## config.mk

```make
export PLATFORM = sky130hd
export DESIGN_NAME = osct_clock_ctrl
export DESIGN_NICKNAME = d
export VERILOG_FILES = /design/src/hdl/osct_pkg.sv /design/src/hdl/osct_tap_div.sv /design/src/hdl/osct_pll_x4.sv /design/src/hdl/osct_clock_ctrl.sv
export VERILOG_INCLUDE_DIRS = /design/src /design/src/hdl
export SDC_FILE = /design/constraint.sdc
export NUM_CORES = 1
export LEC_CHECK = 0
export ABC_AREA = 1
export BUFFER_PORTS_ARGS = -buffer_cell sky130_fd_sc_hd__buf_2
export CORE_ASPECT_RATIO = 1.1
export CORE_MARGIN = 4
export CORE_UTILIZATION = 60
export CTS_BUF_LIST = sky130_fd_sc_hd__clkbuf_4
export CTS_CLUSTER_SIZE = 10
export DETAILED_ROUTE_END_ITERATION = 7
export MAX_ROUTING_LAYER = met4
export PLACE_DENSITY = 0.81
export SYNTH_ARGS = -nofsm -noshare
export SYNTH_HDL_FRONTEND = slang
export SYNTH_SLANG_ARGS = --single-unit
```

## constraint.sdc

```tcl
create_clock -name CLK -period 3.2 [get_ports CLK]
set_input_delay 0.16 -clock CLK [delete_from_list [all_inputs] [get_ports CLK]]
set_output_delay 0.16 -clock CLK [all_outputs]
set_load 0.01 [all_outputs]
```

## src/hdl/osct_regs.svh

```systemverilog
`ifndef OSCT_REGS_SVH
`define OSCT_REGS_SVH
// ----------------------------------------------------------------
// Register offsets on the plain register port
// ----------------------------------------------------------------
`define OSCT_ADDR_TUNE     2'h0
`define OSCT_ADDR_CTRL     2'h1
`define OSCT_ADDR_CTRL2    2'h2
// ----------------------------------------------------------------
// Field positions
// ----------------------------------------------------------------
`define OSCT_TUNE_SRC_BIT  7
`define OSCT_TUNE_PLL_BIT  6
`define OSCT_TUNE_TRIM_MSB 5
`define OSCT_CTRL_IFS_LSB  4
`define OSCT_CTRL_SCS_LSB  0
`define OSCT_CTRL2_MF_BIT  0
// ----------------------------------------------------------------
// Reset values
// ----------------------------------------------------------------
`define OSCT_TUNE_RST      8'h00
`define OSCT_IFS_RST       3'h3
`define OSCT_SCS_RST       2'h0
`define OSCT_MF_RST        1'b0
// ----------------------------------------------------------------
// Mode codes and divider shape
// ----------------------------------------------------------------
`define OSCT_MODE_INTIO    4'h8
`define OSCT_MODE_INTCLK   4'h9
`define OSCT_HF_DIV_BITS   9
`define OSCT_MF_DIV_BITS   4
`define OSCT_PLL_CNT_W     16
`define OSCT_PLL_SHIFT     2
`endif

```

## src/hdl/osct_pkg.sv

```systemverilog
// ----------------------------------------------------------------
// Shared types
// ----------------------------------------------------------------
package osct_pkg;
  // System clock source select
  typedef enum logic [1:0] {
    OSCT_SCS_PRI  = 2'b00,
    OSCT_SCS_SEC  = 2'b01,
    OSCT_SCS_INT  = 2'b10,
    OSCT_SCS_INT2 = 2'b11
  } osct_scs_t;
  // Internal frequency select codes
  typedef enum logic [2:0] {
    OSCT_F16M = 3'b111,
    OSCT_F8M  = 3'b110,
    OSCT_F4M  = 3'b101,
    OSCT_F2M  = 3'b100,
    OSCT_F1M  = 3'b011,
    OSCT_F500 = 3'b010,
    OSCT_F250 = 3'b001,
    OSCT_F31  = 3'b000
  } osct_freq_t;
  // Whole state of the top module
  typedef struct packed {
    logic [7:0] tune;      // Tuning register
    logic [2:0] ifs;       // Internal frequency select
    logic [1:0] scs;       // System clock select
    logic       mfsel;     // Mid oscillator select
    logic [7:0] rdata;     // Read data
    logic       sys_en;    // System clock tick
    logic       int_en;    // Internal clock tick
    logic       lf_en;     // Low frequency tick
    logic [1:0] qcnt;      // Quarter divider
    logic       qclk;      // Quarter clock level
    logic       out_oe;    // Output pin drive
    logic       out_gpio;  // Output pin released
    logic       in_gpio;   // Input pin released
    logic       pll_on;    // Multiplier enabled
  } osct_state_t;
endpackage

```

## src/hdl/osct_tap_div.sv

```systemverilog
`timescale 1ns/1ps
`default_nettype none
// ----------------------------------------------------------------
// Binary tap divider: tap k pulses once per 2**k input ticks
// ----------------------------------------------------------------
module osct_tap_div #(
  parameter int N = 4
) (
  input  wire logic         CLK,     // Clock
  input  wire logic         RST_N,   // Async reset, low
  input  wire logic         tick_in, // Oscillator tick
  output logic      [N:0]   taps     // Divided ticks
);
  typedef struct packed {
    logic [N-1:0] cnt;               // Tick counter
  } osct_div_state_t;
  osct_div_state_t st_r;             // State
  osct_div_state_t st_nxt;           // Next state
  // Refuse a divider with no stages
  if (N < 1) begin : g_chk
    $error("osct_tap_div needs N >= 1");
  end
  // Tap 0 is the undivided tick
  assign taps[0] = tick_in;
  // One tap per stage; a tap fires on the tick that wraps its stages
  for (genvar k = 1; k <= N; k++) begin : g_tap
    assign taps[k] = tick_in & (&st_r.cnt[k-1:0]);
  end
  // Count ticks
  always_comb begin
    st_nxt = st_r;
    if (tick_in) begin
      st_nxt.cnt = st_r.cnt + 1'b1;
    end
  end
  // Register state
  always_ff @(posedge CLK or negedge RST_N) begin
    if (!RST_N) begin
      st_r <= '0;
    end else begin
      st_r <= st_nxt;
    end
  end
endmodule
`default_nettype wire

```

## src/hdl/osct_pll_x4.sv

```systemverilog
`timescale 1ns/1ps
`default_nettype none
`include "osct_regs.svh"
// ----------------------------------------------------------------
// Times-four multiplier on tick enables: measures the last input
// period and spreads four output ticks across the next one
// ----------------------------------------------------------------
module osct_pll_x4 #(
  parameter int W = `OSCT_PLL_CNT_W
) (
  input  wire logic CLK,       // Clock
  input  wire logic RST_N,     // Async reset, low
  input  wire logic ref_tick,  // Input clock tick
  input  wire logic enable,    // Multiplier on
  output logic      out_tick   // Multiplied tick
);
  typedef struct packed {
    logic [W-1:0] cnt;         // Cycles since last tick
    logic [W-1:0] quarter;     // Output spacing
    logic [W-1:0] sub;         // Spacing counter
    logic [1:0]   left;        // Ticks still to emit
    logic         out;         // Output tick
  } osct_pll_state_t;
  osct_pll_state_t st_r;       // State
  osct_pll_state_t st_nxt;     // Next state
  logic [W-1:0]    per;        // Measured period
  // Needs room for a period of at least four cycles
  if (W < 3) begin : g_chk
    $error("osct_pll_x4 needs W >= 3");
  end
  assign out_tick = st_r.out;
  assign per = st_r.cnt + 1'b1;
  // Period measure and tick spreading
  always_comb begin
    st_nxt = st_r;
    st_nxt.out = 1'b0;
    if (ref_tick) begin
      // First of four ticks lands on the input edge
      st_nxt.cnt = '0;
      st_nxt.quarter = per >> `OSCT_PLL_SHIFT;
      st_nxt.sub = '0;
      st_nxt.left = 2'h3;
      st_nxt.out = enable;
    end else begin
      // Saturate so a stopped input cannot wrap the measure
      if (~&st_r.cnt) begin
        st_nxt.cnt = per;
      end
      if (st_r.left != 2'h0) begin
        if (st_r.sub + 1'b1 >= st_r.quarter) begin
          st_nxt.sub = '0;
          st_nxt.left = st_r.left - 1'b1;
          st_nxt.out = enable;
        end else begin
          st_nxt.sub = st_r.sub + 1'b1;
        end
      end
    end
  end
  // Register state
  always_ff @(posedge CLK or negedge RST_N) begin
    if (!RST_N) begin
      st_r <= '0;
    end else begin
      st_r <= st_nxt;
    end
  end
endmodule
`default_nettype wire

```

## src/hdl/osct_clock_ctrl.sv

```systemverilog
// Added by the designer: the address map and the strobed register port.
`timescale 1ns/1ps
`default_nettype none
`include "osct_regs.svh"
// Summary of operation
// - Two internal modes: pin free or clock/4
// - Internal modes release the input pin
// - Trim is signed six bits, resets zero
// - Trim steers only high and mid oscillators
// - Trim applies at once, no done flag
// - Low frequency oscillator ignores trim entirely
// - Bit 7 picks divided or direct 31k
// - Bit 6 enables times-four multiplier everywhere
// - Low oscillator clocks timers and monitor
// - Divider taps plus low oscillator muxed out
// - Select field, mid bit, source bit choose
// - Eight frequencies, one megahertz after reset
// - 500k/250k from mid or high oscillator
// - External modes: either enable bit starts multiplier
// - Multiplier output is four times input
// - Internal modes: software bit alone controls multiplier
// - High oscillator times four reaches 64 MHz
// - Source select 00 primary, 01 secondary, 10 internal
module osct_clock_ctrl
  import osct_pkg::*;
(
  input  wire logic       CLK,          // 200 MHz clock
  input  wire logic       RST_N,        // Async reset, low
  input  wire logic [1:0] REG_ADDR,     // Register address
  input  wire logic [7:0] REG_WDATA,    // Write data
  input  wire logic       REG_WR,       // Write strobe
  input  wire logic       REG_RD,       // Read strobe
  output logic      [7:0] REG_RDATA,    // Read data, next cycle
  input  wire logic [3:0] OSC_MODE_CFG, // Oscillator mode config
  input  wire logic       PLL_CFG_EN,   // Multiplier config bit
  input  wire logic       HF_OSC_TICK,  // High oscillator tick
  input  wire logic       MF_OSC_TICK,  // Mid oscillator tick
  input  wire logic       LF_OSC_TICK,  // Low oscillator tick
  input  wire logic       EXT_OSC_TICK, // External oscillator tick
  input  wire logic       SEC_OSC_TICK, // Secondary oscillator tick
  output logic      [5:0] TRIM_HF,      // Trim to high oscillator
  output logic      [5:0] TRIM_MF,      // Trim to mid oscillator
  output logic            SYS_CLK_EN,   // System clock tick
  output logic            INT_CLK_EN,   // Internal clock tick
  output logic            LF_TIMER_EN,  // Tick for timers, monitor
  output logic            PLL_ACTIVE,   // Multiplier running
  output logic            OSC_OUT_O,    // Output pin level
  output logic            OSC_OUT_OE,   // Output pin drive
  output logic            OSC_OUT_GPIO, // Output pin given to I/O
  output logic            OSC_IN_GPIO   // Input pin given to I/O
);
  // ----------------------------------------------------------------
  // Declarations
  // ----------------------------------------------------------------
  osct_state_t                  st_r;       // State
  osct_state_t                  st_nxt;     // Next state
  logic [`OSCT_HF_DIV_BITS:0]   hf_taps;    // High oscillator taps
  logic [`OSCT_MF_DIV_BITS:0]   mf_taps;    // Mid oscillator taps
  logic                         int_mode;   // Internal primary mode
  logic                         int_sel;    // Internal clock tick
  logic                         lf_div_sel; // Divided 31k tick
  logic                         pri_tick;   // Primary tick, raw
  logic                         pri_eff;    // Primary after multiplier
  logic                         pll_tick;   // Multiplier output
  logic                         pll_want;   // Multiplier enable
  logic                         sys_sel;    // Chosen system tick
  logic                         trim_src;   // Source select bit
  logic                         trim_pll;   // Software enable bit

  // ----------------------------------------------------------------
  // Divider chains
  // ----------------------------------------------------------------
  // High oscillator: 16 MHz down to 31.25 kHz in binary steps
  osct_tap_div #(
    .N       (`OSCT_HF_DIV_BITS)
  ) u_hf_div (
    .CLK     (CLK),
    .RST_N   (RST_N),
    .tick_in (HF_OSC_TICK),
    .taps    (hf_taps)
  );
  // Mid oscillator: 500 kHz down to 31.25 kHz
  osct_tap_div #(
    .N       (`OSCT_MF_DIV_BITS)
  ) u_mf_div (
    .CLK     (CLK),
    .RST_N   (RST_N),
    .tick_in (MF_OSC_TICK),
    .taps    (mf_taps)
  );

  // ----------------------------------------------------------------
  // Times-four multiplier on the primary source
  // ----------------------------------------------------------------
  osct_pll_x4 #(
    .W        (`OSCT_PLL_CNT_W)
  ) u_pll (
    .CLK      (CLK),
    .RST_N    (RST_N),
    .ref_tick (pri_tick),
    .enable   (pll_want),
    .out_tick (pll_tick)
  );

  // ----------------------------------------------------------------
  // Source selection
  // ----------------------------------------------------------------
  assign trim_src = st_r.tune[`OSCT_TUNE_SRC_BIT];
  assign trim_pll = st_r.tune[`OSCT_TUNE_PLL_BIT];

  // Both internal modes make the oscillator block the primary clock
  assign int_mode = (OSC_MODE_CFG == `OSCT_MODE_INTIO) ||
                    (OSC_MODE_CFG == `OSCT_MODE_INTCLK);

  // Divided 31k comes from mid or high, following the mid select
  assign lf_div_sel = st_r.mfsel ? mf_taps[`OSCT_MF_DIV_BITS]
                                 : hf_taps[`OSCT_HF_DIV_BITS];

  // Frequency mux; select field, mid bit and source bit combine
  always_comb begin
    int_sel = 1'b0;
    unique case (osct_freq_t'(st_r.ifs))
      OSCT_F16M: begin
        int_sel = hf_taps[0];
      end
      OSCT_F8M: begin
        int_sel = hf_taps[1];
      end
      OSCT_F4M: begin
        int_sel = hf_taps[2];
      end
      OSCT_F2M: begin
        int_sel = hf_taps[3];
      end
      OSCT_F1M: begin
        int_sel = hf_taps[4];
      end
      OSCT_F500: begin
        // Mid raw, or high divided by 32
        int_sel = st_r.mfsel ? mf_taps[0] : hf_taps[5];
      end
      OSCT_F250: begin
        int_sel = st_r.mfsel ? mf_taps[1] : hf_taps[6];
      end
      OSCT_F31: begin
        // Direct low oscillator unless the source bit asks otherwise
        int_sel = trim_src ? lf_div_sel : LF_OSC_TICK;
      end
    endcase
  end

  // Primary source: oscillator block in internal modes, else pins
  assign pri_tick = int_mode ? int_sel : EXT_OSC_TICK;

  // Internal modes ignore the config bit; external modes use either
  assign pll_want = int_mode ? trim_pll
                             : (trim_pll | PLL_CFG_EN);

  // The multiplier replaces the primary tick while enabled
  assign pri_eff = pll_want ? pll_tick : pri_tick;

  // System clock select
  always_comb begin
    sys_sel = 1'b0;
    unique case (osct_scs_t'(st_r.scs))
      OSCT_SCS_PRI: begin
        sys_sel = pri_eff;
      end
      OSCT_SCS_SEC: begin
        sys_sel = SEC_OSC_TICK;
      end
      OSCT_SCS_INT, OSCT_SCS_INT2: begin
        // Upper code behaves as the internal block
        sys_sel = int_sel;
      end
    endcase
  end

  // ----------------------------------------------------------------
  // Next state: registers, pins and clock ticks
  // ----------------------------------------------------------------
  always_comb begin
    st_nxt = st_r;
    // Register writes; the trim reaches the oscillators next cycle
    // and there is deliberately no settle flag
    if (REG_WR) begin
      unique case (REG_ADDR)
        `OSCT_ADDR_TUNE: begin
          st_nxt.tune = REG_WDATA;
        end
        `OSCT_ADDR_CTRL: begin
          st_nxt.ifs = REG_WDATA[`OSCT_CTRL_IFS_LSB +: 3];
          st_nxt.scs = REG_WDATA[`OSCT_CTRL_SCS_LSB +: 2];
        end
        `OSCT_ADDR_CTRL2: begin
          st_nxt.mfsel = REG_WDATA[`OSCT_CTRL2_MF_BIT];
        end
        default: begin
          // Unmapped write is dropped
        end
      endcase
    end
    // Read data stands only in the cycle after the strobe
    st_nxt.rdata = 8'h00;
    if (REG_RD) begin
      unique case (REG_ADDR)
        `OSCT_ADDR_TUNE: begin
          st_nxt.rdata = st_r.tune;
        end
        `OSCT_ADDR_CTRL: begin
          st_nxt.rdata[`OSCT_CTRL_IFS_LSB +: 3] = st_r.ifs;
          st_nxt.rdata[`OSCT_CTRL_SCS_LSB +: 2] = st_r.scs;
        end
        `OSCT_ADDR_CTRL2: begin
          st_nxt.rdata[`OSCT_CTRL2_MF_BIT] = st_r.mfsel;
        end
        default: begin
          // Unmapped reads return zero
        end
      endcase
    end
    // Clock ticks, one register stage each
    st_nxt.sys_en = sys_sel;
    st_nxt.int_en = int_sel;
    // Timers see the raw low oscillator, never trimmed
    st_nxt.lf_en = LF_OSC_TICK;
    st_nxt.pll_on = pll_want;
    // System clock over four: toggles every second system tick
    if (sys_sel) begin
      st_nxt.qcnt = st_r.qcnt + 1'b1;
    end
    st_nxt.qclk = st_nxt.qcnt[1];
    // Pin ownership follows the mode config
    st_nxt.out_oe = (OSC_MODE_CFG == `OSCT_MODE_INTCLK);
    st_nxt.out_gpio = (OSC_MODE_CFG == `OSCT_MODE_INTIO);
    st_nxt.in_gpio = int_mode;
  end

  // ----------------------------------------------------------------
  // State register
  // ----------------------------------------------------------------
  always_ff @(posedge CLK or negedge RST_N) begin
    if (!RST_N) begin
      st_r <= '0;
      st_r.tune <= `OSCT_TUNE_RST;
      st_r.ifs <= `OSCT_IFS_RST;
      st_r.scs <= `OSCT_SCS_RST;
      st_r.mfsel <= `OSCT_MF_RST;
    end else begin
      st_r <= st_nxt;
    end
  end

  // ----------------------------------------------------------------
  // Outputs, all straight from the state register
  // ----------------------------------------------------------------
  // Same trim word to both tunable oscillators, none to low one
  assign TRIM_HF = st_r.tune[`OSCT_TUNE_TRIM_MSB:0];
  assign TRIM_MF = st_r.tune[`OSCT_TUNE_TRIM_MSB:0];
  assign REG_RDATA = st_r.rdata;
  assign SYS_CLK_EN = st_r.sys_en;
  assign INT_CLK_EN = st_r.int_en;
  assign LF_TIMER_EN = st_r.lf_en;
  assign PLL_ACTIVE = st_r.pll_on;
  assign OSC_OUT_O = st_r.qclk;
  assign OSC_OUT_OE = st_r.out_oe;
  assign OSC_OUT_GPIO = st_r.out_gpio;
  assign OSC_IN_GPIO = st_r.in_gpio;
endmodule
`default_nettype wire

```

# Yosys cells after proc, flatten, opt, wreduce, memory -nomap -nowiden
# Index checks and enable logic that the tools add are counted.
[totals]
register_bits = 93
input_bits = 24
output_inout_bits = 28
[classes]
add_sub_neg = 6
n_lt_le_gt_ge = 1
n_eq_ne = 15
mux = 21
bitwise = 10
reduce_logical = 20
[op_table]
columns = ["op", "count"]
rows = [
  ["16-bit two-way mux", 3],
  ["19-bit two-way mux", 2],
  ["16-bit by 1-bit adder with 16-bit output (second input constant)", 2],
  ["16-bit by 14-bit >= comparator with 1-bit output", 1],
  ["16-bit AND reduction", 1],
  ["3-bit == test (second input constant)", 4],
  ["2-bit AND reduction", 5],
  ["9-bit by 1-bit adder with 9-bit output (second input constant)", 1],
  ["1-bit AND", 9],
  ["9-bit AND reduction", 1],
  ["4-bit == test (second input constant)", 2],
  ["1-bit two-way mux", 8],
  ["8-bit two-way mux", 1],
  ["1-bit one-hot mux with 8 select lines", 1],
  ["4-bit AND reduction", 2],
  ["2-bit == test (second input constant)", 3],
  ["3-bit by 2-bit == test with 1-bit output (second input constant)", 2],
  ["1-bit one-hot mux with 3 select lines", 2],
  ["3-bit one-hot mux with 2 select lines", 1],
  ["6-bit AND reduction", 1],
  ["2-bit nonzero test", 3],
  ["5-bit AND reduction", 1],
  ["4-bit by 1-bit adder with 4-bit output (second input constant)", 1],
  ["2-bit by 1-bit == test with 1-bit output (second input constant)", 2],
  ["13 further kinds", 14],
]

# Logic depth before layout (Yosys ltp)
# Gate-level depths: netlist (run 1).
[logic_depth]
depth_word = 8
ltp_mapped = 19
mapped_depth_nobuf = 19

# Cells and area by module
# A second synthesis (run 1) with hierarchy kept.
[unflattened]
hier_cells = 623
area_unflattened_um2 = 5167.5
[by_module_without_submodules]
columns = ["mod", "instances", "cells_each", "area_each_um2", "seq_area_each_um2"]
rows = [
  ["osct_pll_x4", 1, 352, 2872.8, 1226.2],
  ["osct_clock_ctrl", 1, 178, 1505.2, 778.2],
  ["osct_tap_div (u_hf_div)", 1, 65, 570.5, 225.2],
  ["osct_tap_div (u_mf_div)", 1, 28, 219.0, 100.1],
]

# Worst setup path after synthesis (run 1)
# Ideal clock, no wire load.
[synth_path]
kind = "reg2reg"
start = "reg u_pll.st_r[5] (netlist bit)"
end = "reg u_pll.st_r[16] (netlist bit)"
setup_ns = 0.074
t_arrival_ns = 2.360
required_time_ns = 3.126
setup_slack_ns = 0.766
path_stages_with_launch = 18
path_cell_list = "dfrtp_1 -> nand3_1 -> nor2_1 -> nand3_1 -> nor2_1 -> nand2_1 -> nor2_1 -> xor2_1 -> inv_1 -> ha_1 -> nand2_1 -> nor2_1 -> a211oi_1 -> nor2_1 -> nor2_4 -> nand4_4 -> buf_6 -> o21ai_2"
[synth_between]
elab_chain_len = 5
[synth_rtl]
columns = ["element", "line_no", "source"]
rows = [
  ["from (decl)", "osct_pll_x4.sv:24", "osct_pll_state_t st_r;"],
  ["from (signal assigned)", "osct_pll_x4.sv:65", "st_r <= st_nxt;"],
  ["16-bit by 1-bit adder with 16-bit output (*)", "osct_pll_x4.sv:50, osct_pll_x4.sv:55", ""],
  ["16-bit by 14-bit >= comparator with 1-bit output", "osct_pll_x4.sv:50", "if (st_r.sub + 1'b1 >= st_r.quarter) begin"],
  ["16-bit two-way mux (*)", "osct_pll_x4.sv:50", ""],
  ["19-bit two-way mux (*)", "osct_pll_x4.sv:49", "if (st_r.left != 2'h0) begin"],
  ["19-bit two-way mux (*)", "osct_pll_x4.sv:37", "if (ref_tick) begin"],
]
# Every way passes the cells marked *; elsewhere a longest branch is shown, timed or not. The select of a mux whose other input is x is not followed.
# A chain may end at the register's enable or synchronous reset.

# Worst setup path in the final report (run 1)
[layout_path]
start = "reg u_pll.st_r[4] (netlist bit)"
end = "reg u_pll.st_r[2] (netlist bit)"
[layout_between]
elab_chain_len = 4
[layout_rtl]
columns = ["element", "line_no"]
rows = [
  ["16-bit by 1-bit adder with 16-bit output", "osct_pll_x4.sv:50"],
  ["16-bit by 14-bit >= comparator with 1-bit output", "osct_pll_x4.sv:50"],
  ["2-bit nonzero test (no source line)", "n/a"],
  ["2-bit AND reduction (no source line)", "n/a"],
]
# No other way between the ends.

==> results.yml, run 1 <==
placement:
  hpwl_microns: 7494
  port_buffers: 51
  gp_congestion: 0.8794
  dp_cells: 744
timing:
  tns_ps: 0
  fin_worst_skew_ps: 18.45
  setup_violations: 0
  hold_viol_final: 0
  worst_pin_slew_ps: 501.3
  grt_setup_unrepaired: "no"
  fin_crit_ps: 2910
  fmax_ghz: 0.3436
  report.final.slew_viol_count: 0
  relSlewSlack_pct: 66.55
  fin_crit_sh_pct: 90.94
critical_path:
  cp.required_ps: 3580
  crit_top_cell: "nand2_1"
  cp_top_family: "simple AND/OR/NAND/NOR gates"
  critical_path_arrival_ps: 3290
  worstSetupStartpointType: "register"
  critPathMaxStageDelay_ps: 430
  critical_path.slowest_cell: "dfrtp_1"
  crit_buf_inv: 2
  crit_type: "reg2reg"
  cp_max_fo: 15
  end_kind: "register"
  crit_chain: "ha_1, nand2_2, inv_1, nand3_1, nor2_1, xor2_1, inv_1, ha_1, nand2_1, nor2_1, a211oi_1, nor2_1, nor2_4, nand4_4, nand2_1, nand2_1, nand2_1"
clock_network:
  cts_resized: 0
  htreeDepth: 3
  cts_hold_buf: 16
  numCtsBuffers: 9
  clkSlewWorstSetupHoldPaths_ps: 140
  clock_latency_ps: 450
  cts-root-buf: "clkbuf_4"
  post_cts_buffers: 0
  cts_max_path_buffers: 2
  cts_tree: "built"
  cts_sinks: 93
floorplan:
  fp.dieH_microns: 104.6
  num_rows: 34
  io_pins: 52
  die-area_sq_um: 10030
  start_util_pct: 63.00
  fp.dieW_microns: 95.84
  core_area_sq_um: 8083
synthesis:
  ys_types: 34
  async_flop_share_pct: 100.0
  yosys_warnings: 0
  yosysMostFrequentCell: "nand2_1"
  synth_top_cell_by_area: "dfrtp_1"
  synth_seq_area_share_pct: 45.75
  synth_edf_count: 0
  synth.area.top_cells: "dfrtp_1, nand2_1, inv_1"
  syn_avg_cell_area_sq_um: 8.307
  synth_seq_cells: 93
  syn_nets: 659
  synth_common_cells: "nand2_1, inv_1, dfrtp_1"
  synth_ff_type: "dfrtp_1"
  synth.top_cell.area_share_pct: 44.72
  syn_area_sq_um: 5092
  synth_cells: 613
route:
  drt-met1-wl_microns: 4211
  wl_met2_microns: 5271
  ant_nets: 0
  drc_errors: 0
  wl_met3_microns: 469
  drt_iter0_drc: 186
  top_layer_used: "met4"
  wl_microns: 10210
  vias: 4001
  routed_via_density: 5.156
  firstDrtPassIters: 4
  wl_per_cell_microns: 13.15
power:
  p_int_uw: 1865
  combPwrFrac_pct: 20.2
  p_sw_share_pct: 31.55
  clkPwrFrac_pct: 26.6
  vdd_drop_max_mv: 0.3489
  p_switching_uw: 859.6
  pwr-share-seq_pct: 53.3
  p_leak_uw: 0.002940
  power.density_nw_per_um2: 485.0
global_route:
  overflow: 0
  grt_pass1_vias: 4157
  antenna_found_initial: 0
  grt_max_degree: 37
  grt_usage_pct: 22.56
  grt_pass1_wl_microns: 17570
final_layout:
  stdcell_count: 776
  n_fill_cell: 649
  syn_to_final_growth_pct: 10.32
  drive_above_1_share_pct: 15.87
  antenna_cells: 0
  fin_nets: 709
flow_run:
  maxCapViolCount: 0
hold_path:
  min_path_type: "in2reg"
outcome:
  outcome: "completed"
-- through the flow --
step | setup WS, ps | power (uW) | hold WS (ps) | util [%] | cell area, sq um
5_1_grt | 64.38 | 2893 | 2.852 | 69.50 | 5618
3_5_place_dp | 335.5 | 2000 | 144.9 | 65.51 | 5295
3_3_place_gp | 455.0 | 1971 | 142.7 | 65.51 | 5295
6_report | 289.8 | 2725 | 12.74 | 69.50 | 5618
2_1_floorplan | 765.8 | 1847 | -135.6 | - | 5092
4_1_cts | 287.0 | 2733 | 3.838 | 69.50 | 5618
-- cells by family after synthesis --
logic type / share of synthesized area, %
and+or+nand+nor: 22.48
DFF: 45.75
xor gates and xnor gates: 5.332
adders and majority gates: 5.405
buffers and inverters: 11.40
AOI/OAI and AO/OA: 9.632
-- registers in the layout (all words and copies together), names as in the netlist, 4 cells and up --
register       cells
st_r               9
REG_RDATA          8
u_mf_div.st_r      4
TRIM_HF            6
u_hf_div.st_r      9
u_pll.st_r        48
-- per-layer routing --
layer / vias up / track usage (%)
met1: 1870 / 25.79
met4: 0 / 9.858
li1: 2011 / -
met2: 92 / 37.66
met5: - / -
met3: 28 / 4.817
-- path summary, 6_finish.rpt --
kind | start | to | slack (ps) | cells past startpoint
min | OSC_MODE_CFG[2] | OSC_IN_GPIO | 10 | 4
max in group asynchronous | RST_N | u_pll.st_r[43] | 2210 | 3
min in group asynchronous | RST_N | u_pll.st_r[7] | 170 | 2
min reg2reg | u_pll.st_r[2] | u_pll.st_r[2] | 490 | 2
max reg2reg | u_pll.st_r[4] | u_pll.st_r[2] | 290 | 17
max | u_pll.st_r[4] | u_pll.st_r[2] | 290 | 17
-- power by group through the flow --
| stage | registers, uW | logic, uW | clock network, uW |
|---|---|---|---|
| floorplan | 1450 | 396 | 0 |
| global route | 1470 | 639 | 783 |
| CTS | 1450 | 548 | 734 |
| finish | 1450 | 550 | 724 |
| detailed placement | 1470 | 529 | 0 |
| global placement | 1460 | 509 | 0 |
-- cell type report --
cell class	count	area, sq um	area share (%)
clock inverter	6	87.58	1.559
timing repair buffer	72	455.4	8.107
clock buffer	10	75.07	1.336
inverter	94	352.8	6.281
multi-input combinational	393	2182	38.84
tap	108	135.1	2.405
sequential	93	2330	41.47
-- placed cells by master, fill, tap and decap left out, drive strengths merged, types with 12 or more instances in the layout --
master       Yosys  layout
dlygate4sd3      0      16
buf             29      56
nand2          154     154
nand3           43      43
o21ai           53      53
inv             94      95
nor2            49      49
ha              22      22
xor2            29      29
a21oi           12      12
dfrtp           91      91
-- worst reg2reg max path: cells and delay by family, from the launching register on --
| family | cells | cell delay [ps] |
|---|---|---|
| fa+ha+maj | 2 | 520 |
| xor+xnor | 1 | 180 |
| compound gates | 1 | 170 |
| buf+inv | 2 | 200 |
| simple gates | 11 | 1370 |
| flops | 1 | 430 |
No activity file was read; power rests on OpenSTA's default activity.
==> inputs of run 2 (changes only) <==
--- a/config.mk
+++ b/config.mk
@@ -18,4 +18,5 @@
 export PLACE_DENSITY = 0.81
 export SYNTH_ARGS = -nofsm -noshare
 export SYNTH_HDL_FRONTEND = slang
+export SYNTH_HIERARCHICAL = 1
 export SYNTH_SLANG_ARGS = --single-unit
==> run 2 against run 1 <==
Against the previous run:
- sequential power is essentially flat
- global-route usage grew 0.86 points
- largest power group unchanged
- clock skew shrank 4.3 ps
- largest cell class unchanged
- design area grew 1.0%
- setup slack gained 35 ps
- fmax grew 1.2%
- register-to-register slack gained 30 ps
- clock power shrank 21%
- power shrank 2.2%
- flip-flop and latch count is the same
- via count grew 2.9%
==> results.yml, run 2 <==
outcome:
  outcome: "completed"
floorplan:
  fp.dieW_microns: 96.31
  start_util_pct: 61.54
  num_rows: 35
  die-area_sq_um: 10130
  io_pins: 52
  fp.dieH_microns: 105.1
  core_area_sq_um: 8364
route:
  wl_met2_microns: 5440
  wl_microns: 10440
  wl_met3_microns: 404
  drt_iter0_drc: 188
  wl_per_cell_microns: 13.26
  firstDrtPassIters: 5
  top_layer_used: "met4"
  drt-met1-wl_microns: 4409
  ant_nets: 0
  vias: 4117
  drc_errors: 0
  routed_via_density: 5.231
timing:
  fin_crit_sh_pct: 89.85
  worst_pin_slew_ps: 633.1
  timing.hold.ws_ps: 28.81
  fmax_ghz: 0.3478
  fin_crit_ps: 2875
  fin_worst_skew_ps: 14.15
  report.final.slew_viol_count: 0
  grt_setup_unrepaired: "no"
  relSlewSlack_pct: 57.79
  setup_violations: 0
  hold_viol_final: 0
  tns_ps: 0
power:
  power.density_nw_per_um2: 469.3
  p_leak_uw: 0.002899
  clkPwrFrac_pct: 21.5
  p_switching_uw: 927.7
  p_sw_share_pct: 34.83
  pwr-share-seq_pct: 54.4
  vdd_drop_max_mv: 0.4271
  combPwrFrac_pct: 24.1
  p_int_uw: 1736
final_layout:
  largest_reg_flops: 48
  stdcell_count: 787
  top_regs: "u_pll/st_r: 48 flops, st_r: 10 flops, u_hf_div/st_r: 9 flops"
  fin_nets: 718
  regMostFlops: "u_pll/st_r"
  syn_to_final_growth_pct: 10.26
  antenna_cells: 0
  final_cell_mix: "nand2_1, dfrtp_1, inv_1, buf_2, nand3_1"
  layout_commonest_cell: "nand2_1"
  drive_above_1_share_pct: 19.23
  n_fill_cell: 665
critical_path:
  crit_chain: "ha_1, nand3_1, nor2_4, nand2_1, nor2_1, nand4_1, xor2_1, ha_1, nand2_1, or3_1, nor2_1, nand2_1, nand2_4, buf_4, o22ai_2"
  end_kind: "register"
  cp.required_ps: 3540
  timing.rr.start: "u_pll/st_r[3]"
  critical_path_arrival_ps: 3210
  critical_path.slowest_cell: "dfrtp_1"
  cp_max_fo: 12
  rrSetupSlack_ps: 320
  cp_top_family: "simple AND/OR/NAND/NOR gates"
  crit_type: "reg2reg"
  timing.rr.end: "u_pll/st_r[13]"
  worstSetupStartpointType: "register"
  critPathMaxStageDelay_ps: 410
  reg2reg_depth: 15
  crit_top_cell: "nand2_1"
  crit_buf_inv: 1
hold_path:
  hold_depth: 3
  worst_hold_path.endpoint: "st_r[18]"
  worstHoldStart: "REG_WR"
  min_path_type: "in2reg"
placement:
  dp_cells: 752
  gp_congestion: 0.8953
  port_buffers: 51
  hpwl_microns: 7345
flow_run:
  maxCapViolCount: 0
global_route:
  grt_pass1_vias: 4075
  grt_max_degree: 50
  overflow: 0
  antenna_found_initial: 0
  grt_pass1_wl_microns: 18350
  grt_usage_pct: 23.43
clock_network:
  clock_latency_ps: 440
  cts_sinks: 93
  clkSlewWorstSetupHoldPaths_ps: 150
  htreeDepth: 3
  cts_max_path_buffers: 2
  cts-root-buf: "clkbuf_4"
  cts_tree: "built"
  numCtsBuffers: 9
synthesis:
  syn_area_sq_um: 5147
  syn_nets: 665
  synth_cells: 618
  syn_avg_cell_area_sq_um: 8.329
  yosys_warnings: 6
[run 2: cell count changes in the layout (fill, tap and decap cells not counted), sizes merged, moves of 3 or more]
cell,delta
nor2,+3
o22ai,-3
dlygate4sd3,+3
mux2,+4
nand2,+6
nor3,-4
nand4,+5
xor2,-13
a21oi,-4
nand3,+5
[run 2: power groups by stage]
stage / sequential [uW] / combinational [uW] / clock (uW)
final: 1450 / 642 / 572
after global routing: 1480 / 738 / 634
after CTS: 1450 / 640 / 584
after detailed placement: 1470 / 620 / 0
after global placement: 1460 / 589 / 0
after floorplan: 1450 / 473 / 0
[run 2: layer usage]
metal / vias up / track usage (%)
met1: 1961 / 29.72
met4: 0 / 7.114
met5: - / -
met3: 19 / 3.888
met2: 95 / 38.28
li1: 2042 / -
[run 2: repair_timing]
item | CTS | global route
setup buffers | 0 | 0
setup endpoints to repair | 0 | 18
hold endpoints to repair | 110 | 0
hold buffers | 19 | 0
gates resized for setup | 0 | 4
[run 2: how the worst max path moves through the flow]
stage                           startpoint              to  cells past startpoint
final                        u_pll/st_r[3]  u_pll/st_r[13]                     15
after global routing         u_pll/st_r[3]   u_pll/st_r[1]                     16
after CTS                 u_hf_div/st_r[0]   u_pll/st_r[1]                     19
after detailed placement     u_pll/st_r[3]  u_pll/st_r[13]                     15
after global placement    u_hf_div/st_r[0]   u_pll/st_r[1]                     19
after floorplan              u_pll/st_r[3]  u_pll/st_r[15]                     15
[run 2: metrics by stage]
| step | worst slack [ps] | utilization [%] | instance area, sq um | power (uW) |
|---|---|---|---|---|
| floorplan | 661.2 | - | 5147 | 1927 |
| global placement | 328.3 | 63.99 | 5353 | 2051 |
| detailed placement | 263.4 | 63.99 | 5353 | 2092 |
| CTS | 235.9 | 67.66 | 5659 | 2672 |
| global route | 25.18 | 67.85 | 5675 | 2850 |
| finish | 324.8 | 67.85 | 5675 | 2664 |
[run 2: final cells by class]
| type | count | area, sq um | area share (%) |
|---|---|---|---|
| repair buffers | 75 | 485.5 | 8.554 |
| well taps | 111 | 138.9 | 2.447 |
| clock inverters | 7 | 48.80 | 0.8598 |
| inverters | 93 | 352.8 | 6.217 |
| flip-flops and latches | 93 | 2330 | 41.05 |
| multi-input cells | 399 | 2252 | 39.68 |
| clock buffers | 9 | 67.56 | 1.190 |
[run 2: tightest hold or removal path, cell delays in order]
cell,delay (ps)
buf_2,110
nand3_1,90
o21ai_0,70
==> inputs of run 3 (changes only) <==
--- a/config.mk
+++ b/config.mk
@@ -11,11 +11,12 @@
 export CORE_ASPECT_RATIO = 1.1
 export CORE_MARGIN = 4
 export CORE_UTILIZATION = 60
-export CTS_BUF_LIST = sky130_fd_sc_hd__clkbuf_4
+export CTS_BUF_LIST = sky130_fd_sc_hd__clkbuf_8
 export CTS_CLUSTER_SIZE = 10
 export DETAILED_ROUTE_END_ITERATION = 7
 export MAX_ROUTING_LAYER = met4
-export PLACE_DENSITY = 0.81
+export PLACE_DENSITY = 0.82
+export SLEW_MARGIN = 20
 export SYNTH_ARGS = -nofsm -noshare
 export SYNTH_HDL_FRONTEND = slang
 export SYNTH_HIERARCHICAL = 1
==> run 3 against run 2 <==
Against the previous run:
- die area did not move
- utilization decreased by 0.51 points
- sequential power is essentially flat
- flip-flop and latch count did not move
- critical path type unchanged
- clock skew rose by 2.8 ps
- combinational power barely moved
- fmax decreased by 0.91%
- wire length is 1.1% higher
- critical endpoint is now u_pll/st_r[2]
- highest routed layer unchanged
- count of clock-buffer cells in the layout is 1 higher
- via count up 0.70%
- design area decreased by 0.75%
==> results.yml, run 3 (synthesized netlist as in run 2, its figures left out) <==
outcome:
  outcome: "completed"
floorplan:
  die-area_sq_um: 10130
  fp.dieW_microns: 96.31
  start_util_pct: 61.54
  num_rows: 35
  core_area_sq_um: 8364
  io_pins: 52
  fp.dieH_microns: 105.1
clock_network:
  cts_sinks: 93
  htreeDepth: 3
  cts_tree: "built"
  cts-root-buf: "clkbuf_8"
  clock_latency_ps: 370
  post_cts_buffers: 0
  cts_max_path_buffers: 2
  numCtsBuffers: 9
  clkSlewWorstSetupHoldPaths_ps: 100
final_layout:
  layout_commonest_cell: "nand2_1"
  antenna_cells: 0
  fin_util_pct: 67.34
  top_regs: "u_pll/st_r: 48 flops, st_r: 10 flops, u_hf_div/st_r: 9 flops"
  syn_to_final_growth_pct: 9.431
  final_cell_mix: "nand2_1, dfrtp_1, inv_1, buf_2, nand3_1"
  fin_nets: 703
  largest_reg_flops: 48
  drive_above_1_share_pct: 19.82
  regMostFlops: "u_pll/st_r"
global_route:
  antenna_found_initial: 0
  grt_max_degree: 50
  grt_use_met2_pct: 38.68
  gr-max-usage-layer: "met2"
  overflow: 0
  grt_pass1_vias: 4236
  grt_pass1_wl_microns: 18640
  use_met3_pct: 4.032
  gr-usage-met1_pct: 29.10
  grt_usage_pct: 23.93
power:
  vdd_drop_max_mv: 0.3753
  clkPwrFrac_pct: 30.1
  p_leak_uw: 0.002892
  p_switching_uw: 957.3
  combPwrFrac_pct: 21.4
  pwr-share-seq_pct: 48.5
  power.total_uw: 2990
  p_sw_share_pct: 32.02
  power.density_nw_per_um2: 530.8
  p_int_uw: 2033
timing:
  report.final.slew_viol_count: 0
  hold_viol_final: 0
  fin_worst_skew_ps: 16.98
  relSlewSlack_pct: 57.86
  tns_ps: 0
  setup_slack_ps: 298.3
  fin_crit_sh_pct: 90.68
  fin_crit_ps: 2902
  worst_pin_slew_ps: 632.1
  fmax_ghz: 0.3446
  setup_violations: 0
  grt_setup_unrepaired: "no"
route:
  drc_errors: 0
  vias: 4146
  firstDrtPassIters: 5
  wl_microns: 10550
  wl_per_cell_microns: 13.66
  drt_iter0_drc: 205
  routed_via_density: 5.370
  ant_nets: 0
hold_path:
  min_path_type: "in2reg"
placement:
  gp_congestion: 0.8793
  dp_slack_ps: 267.2
  hpwl_microns: 7569
  port_buffers: 51
critical_path:
  crit_type: "reg2reg"
  rrSetupSlack_ps: 300
  end_kind: "register"
  cp_max_fo: 12
  critical_path_arrival_ps: 3160
  cp.required_ps: 3460
  worstSetupStartpointType: "register"
flow_run:
  maxCapViolCount: 0
## run 3: cell types whose count changed in the layout (fill, tap and decap cells not counted), moves of 2 or more
cell,previous run,this run
clkbuf_4,9,0
clkbuf_8,0,10
bufinv_16,0,2
clkinvlp_4,4,1
dlygate4sd3_1,19,4
## run 3: layer usage
layer,routed length (microns),up-vias
met5,0,-
met4,325,0
met3,575,35
met2,5464,135
met1,4184,1965
li1,-,2011
## run 3: layout make-up
type / count / area, sq um
multi-input combinational: 399 / 2247
tap: 111 / 138.9
clock buffer: 10 / 137.6
sequential: 93 / 2330
clock inverter: 6 / 91.34
timing repair buffer: 60 / 335.3
inverter: 93 / 352.8
fill: 622 / 2731
## run 3: path summary, 6_finish.rpt
path | start | to | depth (start not counted)
max | u_hf_div/st_r[0] | u_pll/st_r[2] | 22
min | PLL_CFG_EN | PLL_ACTIVE | 3
max reg2reg | u_hf_div/st_r[0] | u_pll/st_r[2] | 22
min reg2reg | u_pll/st_r[19] | u_pll/st_r[19] | 2
max in group asynchronous | RST_N | u_pll/st_r[10] | 3
min in group asynchronous | RST_N | u_pll/st_r[38] | 2
## run 3: metrics by stage
step                std cells  hold WS (ps)  cell area [sq um]
global placement          752         212.4               5353
floorplan                 618        -135.6               5147
finish                    772         31.75               5633
CTS                       772         27.08               5622
global route              772         33.52               5633
detailed placement        752         221.8               5353
## run 3: power by group through the flow
stage	Combinational [uW]	Clock (uW)	Sequential [uW]
2_1_floorplan	473	0	1450
3_3_place_gp	589	0	1460
3_5_place_dp	627	0	1470
4_1_cts	643	904	1450
5_1_grt	731	965	1470
6_report	640	899	1450
## run 3: worst max-delay path, cell delays in order (launching register included)
cell	delay (ps)
dfrtp_1	430
ha_1	280
inv_1	90
nor2_1	50
ha_1	170
nand2_1	50
inv_1	40
inv_1	40
nand2_1	50
nand3_1	90
nand4_1	110
nand2_1	100
nand2_2	90
nand2_2	90
nand2_2	110
a211o_1	240
o21bai_1	150
nor2_1	170
nand2_4	160
nand2_2	120
nand2_1	70
nand2_1	60
inv_1	40
## run 3: timing repair
item / in CTS / in global routing
hold endpoints to repair: 49 / 0
setup endpoints to repair: 0 / 9
hold buffers: 4 / 0
gates resized for setup: 0 / 3
